**config.mk**
```make
export PLATFORM = sky130hd
export DESIGN_NAME = rsul_regs
export DESIGN_NICKNAME = d
export VERILOG_FILES = /design/src/logic/rsul_pkg.sv /design/src/logic/rsul_regs.sv
export VERILOG_INCLUDE_DIRS = /design/src /design/src/logic
export SDC_FILE = /design/constraint.sdc
export NUM_CORES = 1
export LEC_CHECK = 0
export BUFFER_PORTS_ARGS = -buffer_cell sky130_fd_sc_hd__buf_2
export CAP_MARGIN = 20
export CORE_MARGIN = 2
export CORE_UTILIZATION = 30
export DETAILED_ROUTE_END_ITERATION = 12
export HOLD_SLACK_MARGIN = 0.1
export PLACE_DENSITY = 0.53
export REMOVE_ABC_BUFFERS = 1
export SYNTH_ARGS = -nofsm -noshare
export SYNTH_HDL_FRONTEND = slang
export SYNTH_SLANG_ARGS = --single-unit
export TNS_END_PERCENT = 50
```
**constraint.sdc**
```tcl
create_clock -name core_clk -period 1.58 [get_ports core_clk]
set_input_delay 0.079 -clock core_clk [delete_from_list [all_inputs] [get_ports core_clk]]
set_output_delay 0.079 -clock core_clk [all_outputs]
set_load 0.01 [all_outputs]
```
**src/logic/rsul_consts.svh**
```systemverilog
`ifndef RSUL_CONSTS_SVH
`define RSUL_CONSTS_SVH
// Register indices within the directly addressed group
`define RSUL_IDX_LIMIT      5'h1C
`define RSUL_IDX_USER       5'h1D
`define RSUL_IDX_DUMMY      5'h1E
`define RSUL_IDX_TEST       5'h1F
// Field positions
`define RSUL_FLAG_BIT       7
`define RSUL_SEVENTH_BIT    7
`define RSUL_TEST_TOP_BIT   7
// Reset values
`define RSUL_LIMIT_RST      7'h00
`define RSUL_TEST_RST       7'h00
`endif

```
**src/logic/rsul_pkg.sv**
```systemverilog
package rsul_pkg;
  // Register access request from the core or host side
  typedef struct packed {
    logic       wr;
    logic       rd;
    logic [4:0] idx;
    logic [7:0] wdata;
  } rsul_req_s;

  // Converter result as seen by the comparator
  typedef struct packed {
    logic       active;
    logic [6:0] result;
  } rsul_conv_s;

  typedef enum logic [0:0] {
    RSUL_IF_ISA,
    RSUL_IF_PCCARD
  } rsul_mode_e;

  // Whole state of the register group
  typedef struct packed {
    logic [6:0] limit;
    logic       flag;
    logic       cca_ind;
    logic       conv_prev;
    logic [4:0] user_out;
    logic       seventh_out;
    logic [4:0] user_oe_n;
    logic       seventh_oe_n;
    logic [6:0] test_cmd;
    logic [7:0] rdata;
    logic       rvalid;
  } rsul_state_s;
endpackage : rsul_pkg

```
**src/logic/rsul_regs.sv**
```systemverilog
`timescale 1ns/10ps
`include "rsul_consts.svh"
// Functional notes
// - Status flag is 1 when latest conversion is at or above limit.
// - Seven-bit limit resets to zero; at-or-above sends assessment indication.
// - Seventh pin driven with inverted bit 7 only in card mode and enabled.
// - Reading bit 7 returns inverted seventh pin level always.
// - Five data bits drive pins only when enabled and interface strap is 1.
// - Reading the five data bits returns live pin levels.
// - Dummy register written only with zeros; reads may be undefined. This block returns 8'h00 on a read.
// - Seven-bit test command resets to zero and selects a test mode.
// - Comparison uses the converter result, unstable while conversion active.
module rsul_regs (
  // Clock and reset
  input  wire logic                core_clk,
  input  wire logic                rst,
  // Register access
  input  wire rsul_pkg::rsul_req_s req,
  output logic [7:0]               rdata,
  output logic                     rvalid,
  // Converter and assessment
  input  wire rsul_pkg::rsul_conv_s conv,
  output logic                     cca_ind,
  // Configuration straps and enables
  input  wire rsul_pkg::rsul_mode_e if_mode,
  input  wire logic [4:0]          user_pin_drive_enable,
  input  wire logic                seventh_pin_drive_enable,
  // User pins
  input  wire logic [4:0]          user_pin_in,
  output logic [4:0]               user_pin_out,
  output logic [4:0]               user_pin_oe_n,
  input  wire logic                seventh_user_pin_in,
  output logic                     seventh_user_pin_out,
  output logic                     seventh_user_pin_oe_n,
  // Test mode select
  output logic [6:0]               test_command_field
);
  import rsul_pkg::*;

  rsul_state_s st_ff;
  rsul_state_s nxt_st;

  function automatic logic at_or_above(input logic [6:0] v,
                                       input logic [6:0] lim);
    at_or_above = (v >= lim);
  endfunction : at_or_above

  // ************************************************
  // Next state
  // ************************************************
  always_comb begin
    logic card;
    card   = (if_mode == RSUL_IF_PCCARD);
    nxt_st = st_ff;
    nxt_st.conv_prev = conv.active;
    // update at conversion end
    // Result is only trusted once the active bit has dropped
    if (st_ff.conv_prev && !conv.active) begin
      nxt_st.flag    = at_or_above(conv.result, st_ff.limit);
      nxt_st.cca_ind = at_or_above(conv.result, st_ff.limit);
    end
    nxt_st.rvalid = req.rd;
    nxt_st.rdata  = 8'h00;
    if (req.wr) begin
      case (req.idx)
        `RSUL_IDX_LIMIT: nxt_st.limit = req.wdata[6:0];
        `RSUL_IDX_USER: begin
          nxt_st.user_out    = req.wdata[4:0];
          nxt_st.seventh_out = ~req.wdata[`RSUL_SEVENTH_BIT];
        end
        // test register top bit forced zero
        `RSUL_IDX_TEST: nxt_st.test_cmd = req.wdata[6:0];
        default: nxt_st.test_cmd = st_ff.test_cmd;
      endcase
    end
    if (req.rd) begin
      case (req.idx)
        `RSUL_IDX_LIMIT: nxt_st.rdata = {st_ff.flag, st_ff.limit};
        `RSUL_IDX_USER: nxt_st.rdata = {~seventh_user_pin_in, 2'h0,
                                        user_pin_in};
        `RSUL_IDX_DUMMY: nxt_st.rdata = 8'h00;
        `RSUL_IDX_TEST: nxt_st.rdata = {1'b0, st_ff.test_cmd};
        default: nxt_st.rdata = 8'h00;
      endcase
    end
    nxt_st.user_oe_n    = ~(user_pin_drive_enable & {5{card}});
    nxt_st.seventh_oe_n = ~(seventh_pin_drive_enable & card);
    if (rst) begin
      nxt_st = '0;
      nxt_st.limit     = `RSUL_LIMIT_RST;
      nxt_st.test_cmd  = `RSUL_TEST_RST;
      nxt_st.user_oe_n = 5'h1F;
      nxt_st.seventh_oe_n = 1'b1;
    end
  end

  // ************************************************
  // State register
  // ************************************************
  always_ff @(posedge core_clk) begin
    st_ff <= nxt_st;
  end

  // ************************************************
  // Outputs, all straight from the state register
  // ************************************************
  assign rdata                 = st_ff.rdata;
  assign rvalid                = st_ff.rvalid;
  assign cca_ind               = st_ff.cca_ind;
  assign user_pin_out          = st_ff.user_out;
  assign user_pin_oe_n         = st_ff.user_oe_n;
  assign seventh_user_pin_out  = st_ff.seventh_out;
  assign seventh_user_pin_oe_n = st_ff.seventh_oe_n;
  assign test_command_field    = st_ff.test_cmd;
endmodule : rsul_regs

```
== Yosys cells after proc, flatten, opt, wreduce, memory -nomap -nowiden ==
Cells that the tools add are included.

* Bits in registers: 37

* Bitwise logic cells: 7
* Equality and inequality tests: 3
* Muxes and demuxes: 1
* Reduce and logical (&&, ||, !) cells: 6
* Magnitude comparators: 1

{| class="wikitable"
|+ Operators with widths
! kind !! number
|-
| $pmux 8 s3 || 1
|-
| $eq 5x5->1 const B || 3
|-
| $ge 7x7->1 || 1
|-
| $reduce_and 2->1 || 3
|-
| $and 5x5->5 || 1
|-
| $not 5->5 || 1
|-
| $not 1->1 || 4
|-
| $reduce_or 2->1 || 1
|-
| $and 1x1->1 || 1
|-
| $logic_and 1x1->1 || 1
|-
| $logic_not 1->1 || 1
|}

== Depth between registers and ports, before layout ==
* Depth after elaboration: 2
* Gate-level depth with buffers: 6

== Least setup slack after synthesis ==
Ideal clock, no wire load.

* Path kind: flip-flop to flip-flop
* Start point: reg st_ff[35] in the netlist's numbering
* End point: reg st_ff (netlist bit cca_ind)
* Setup slack: 0.238 ns
* Data arrival time: 1.212 ns
* Path buffers: 0
* Clock period less this slack: 1.342 ns
* Stages on the path, launching flop included: 7
* Required time: 1.451 ns
* Library setup time: 0.129 ns
* Cell sequence: dfxtp_1 inv_1 ha_1 a211oi_1 nor2_1 nor4b_1 a211oi_1

* Cells in the longest elaborated chain, start to end: 1

{| class="wikitable"
|+ Ends and longest elaborated chain
! element !! RTL line !! text
|-
| start: declaration || rsul_regs.sv:40 || <nowiki>rsul_state_s st_ff;</nowiki>
|-
| start signal: assignment || rsul_regs.sv:101 || <nowiki>st_ff <= nxt_st;</nowiki>
|-
| $ge 7x7->1 || rsul_regs.sv:45 || <nowiki>at_or_above = (v >= lim);</nowiki>
|}

No other way between the ends.
A chain may end at the register's enable or synchronous reset.

== Worst setup path after layout ==
* Start point: reg st_ff[37] in the netlist's numbering
* End point: reg st_ff (netlist bit cca_ind)

The elaborated chain is that of the path after synthesis.

==> impl_metrics.csv <==
group,metric,value,unit
run_status,status,"complete, no violations",
finish,post-route-util,40.0,%
pwr,combPwrFrac,10.3,%
clock_network,cts_setup_buffers,0,
clock_network,cts_max_path_buffers,2,
sta,fin_skew,0.00615,ns
sta,clock.fmax,697,MHz
yosys,synth_flop_cell,"dfxtp_1",
yosys,async_flop_share,0,%
setup_path,r2r_start,"st_ff[37]$_SDFFE_PP0P_",
sta,worst_pin_slew,0.447,ns
setup_path,r2r_slack,0.14,ns
yosys,yosysMostFrequentCell,"dfxtp_1",
global_routing,antenna_found_initial,0,
place,port_buffers,66,
yosys,synth_seq_cells,37,
route,wirelength,3.96,mm
route,drc,0,
sta,setup_ws,0.145,ns
floorplan,ios,67,
clock_network,cts_max_level,2,
floorplan,die_w,79.0,um
clock_network,clock-sinks,37,
pwr,power,1.79,mW
global_routing,grt.overflow.total,0,
hold_path,worstHoldEndpoint,"rdata[3]$_SDFF_PP0_",
pwr,power.density,819,mW/mm^2
global_routing,grt_pass1_wl,6.40,mm
setup_path,worstSetupEndpointType,"flop",
setup_path,crit_arrival,1.65,ns
sta,fin_setup_tns,0,ns
sta,slew_headroom,70.2,%
yosys,seq_area_frac_synth,43.9,%
setup_path,r2r-end,"cca_ind$_SDFFE_PP0P_",
yosys,syn_area_per_cell,9.58,um^2
place,gp_congestion,0.750,
yosys,synth_area_leader_cell,"dfxtp_1",
sta,hold_viol_final,0,
floorplan,dieArea,0.00624,mm^2
clock_network,clk_pin_slew,0.08,ns
sta,rsz0062_at_grt,"false",
route,vias,1391,
route,viasPerCell,4.43,
pwr,swShare,24.9,%
global_routing,grtUsageTotal,13.3,%
hold_path,hold_path.class,"in2reg",
route,drt_iter0_markers,50,
hold_path,hold_depth,3,
setup_path,path_max_fanout,3,
setup_path,crit_required,1.79,ns
yosys,synth_edf_count,0,
clock_network,cts_tree,"yes",
yosys,synthTopCellsByCount,"dfxtp_1, nor2_1, buf_4",
yosys,synth_area,0.00169,mm^2
sta,setup_violations,0,
finish,nNetsFinal,286,
pwr,p_int,1.35,mW
place,dp_slack,0.0988,ns
clock_network,cts_root_buf,"clkbuf_8",
sta,report.final.slew_viol_count,0,
route,drt_first_pass_iters,4,
sta,finalCriticalPeriod,1.44,ns
job,max_cap_viol_count,0,
yosys,ys_types,26,
floorplan,start_util,30.8,%
yosys,synth_cells,176,
floorplan,placement_rows,27,
floorplan,dieHeight,79.0,um
setup_path,path_class,"reg2reg",
pwr,pwr-share-seq,53.0,%
pwr,peakVddDrop,0.427,mV
pwr,power_leakage,0.995,nW
finish,antenna_cells,0,
global_routing,grt_max_degree,24,
yosys,synthTopCellsByArea,"dfxtp_1, buf_4, mux2i_1",
sta,finalCritPeriodShare,90.8,%
pwr,clkPwrFrac,36.7,%
clock_network,cts_buffers,5,
yosys,yosysWarningCount,0,
setup_path,critPathLaunchType,"flop",
finish,syn_to_final_growth,29.9,%
route,wire_per_inst,12.6,um
finish,layout-drive-gt1-share,33.9,%
pwr,p_switching,0.447,mW
floorplan,core,0.00547,mm^2
hold_path,hp-start,"user_pin_in[3]",
place,dp_hpwl,2.92,mm
route,final_antenna_net_count,0,
sta,whs,0.113,ns
global_routing,grt_pass1_vias,1353,
yosys,synth.top_cell.area_share,43.9,%
clock_network,clkLatencyLatePin,0.29,ns
setup_path,r2r_cells,5,
==> cells by family after synthesis <==
family	synth area share [%]
AOI/OAI and AO/OA	8.16
adders and majority gates	5.19
buffers and inverters	14.5
DFF	43.9
muxes	11.3
and+or+nand+nor	17.0
==> worst max-delay path by stage <==
stage	start	to	slack [ns]	depth (start not counted)
after floorplan	st_ff[35]$_SDFFE_PP0P_	cca_ind$_SDFFE_PP0P_	0.24	6
after global placement	st_ff[35]$_SDFFE_PP0P_	cca_ind$_SDFFE_PP0P_	0.19	6
after detailed placement	st_ff[35]$_SDFFE_PP0P_	cca_ind$_SDFFE_PP0P_	0.1	6
after CTS	st_ff[35]$_SDFFE_PP0P_	cca_ind$_SDFFE_PP0P_	0.09	6
after global routing	st_ff[37]$_SDFFE_PP0P_	cca_ind$_SDFFE_PP0P_	0.02	5
final	st_ff[37]$_SDFFE_PP0P_	cca_ind$_SDFFE_PP0P_	0.14	5
==> critical path: stages, from the launching register on <==
cell and delay, ns:
dfxtp_1 0.36, inv_1 0.05, ha_1 0.28, nand4_1 0.11, or3_1 0.37, a211oi_1 0.19
==> timing repair <==
item	in CTS	in global routing
endpoints found under the hold margin	30	0
hold buffers	19	0
setup endpoints to repair	0	1
gates resized for setup	0	1
==> placed cells by master (no fill, tap or decap) <==
cell           instances
a211oi_1               3
o21ai_0                1
nor2_1                27
nor2b_2                1
buf_4                  2
a2111oi_2              1
nand4_2                1
nand2b_1               2
dlygate4sd3_1         19
ha_1                   7
nor4b_2                1
mux2i_1               19
and2_1                 1
and3_1                 3
or3_1                  1
and4_1                 4
clkinv_2               2
clkinvlp_4             1
nand2_1               11
nor2b_1                3
inv_1                  8
buf_2                 66
dfxtp_1               37
a211oi_2               1
a22oi_1                7
nand4_1                1
clkbuf_8               5
nand3_2                1
a21oi_1                6
==> area by class of cell <==
class / instances / area (um^2)
Multi-Input combinational cell: 102 / 708
Clock buffer: 5 / 68.8
Fill cell: 571 / 3280
Inverter: 8 / 30.0
Sequential cell: 37 / 741
Timing Repair Buffer: 87 / 536
Tap cell: 72 / 90.1
Clock inverter: 3 / 17.5
==> flip-flops by register name, summed over array words and instances (netlist names) <==
name / count
seventh_user_pin_oe_n: 1
rdata: 8
seventh_user_pin_out: 1
rvalid: 1
st_ff: 8
user_pin_oe_n: 5
cca_ind: 1
user_pin_out: 5
test_command_field: 7
==> layer usage <==
metal  track usage, %  wire [um]  vias up
li1                 -          -      700
met1             16.8       1840      634
met2             21.4       1810       52
met3             4.32        270        5
met4             3.97         41        0
met5                0          0        -
==> power groups by stage <==
stage                     Sequential [mW]  Combinational [mW]  Clock [mW]
after floorplan                     0.979              0.0474           0
after global placement              0.974               0.149           0
after detailed placement            0.974               0.150           0
after CTS                           0.952               0.184       0.679
after global routing                0.953               0.205       0.714
final                               0.952               0.184       0.659
==> stage by stage <==
| step | cells | instance area, um^2 |
|---|---|---|
| 3_3_place_gp | 287 | 1910 |
| 4_1_cts | 314 | 2180 |
| 3_5_place_dp | 287 | 1910 |
| 5_1_grt | 314 | 2190 |
| 6_report | 314 | 2190 |
| 2_1_floorplan | 147 | 1470 |
No activity file was read; power rests on OpenSTA's default activity.
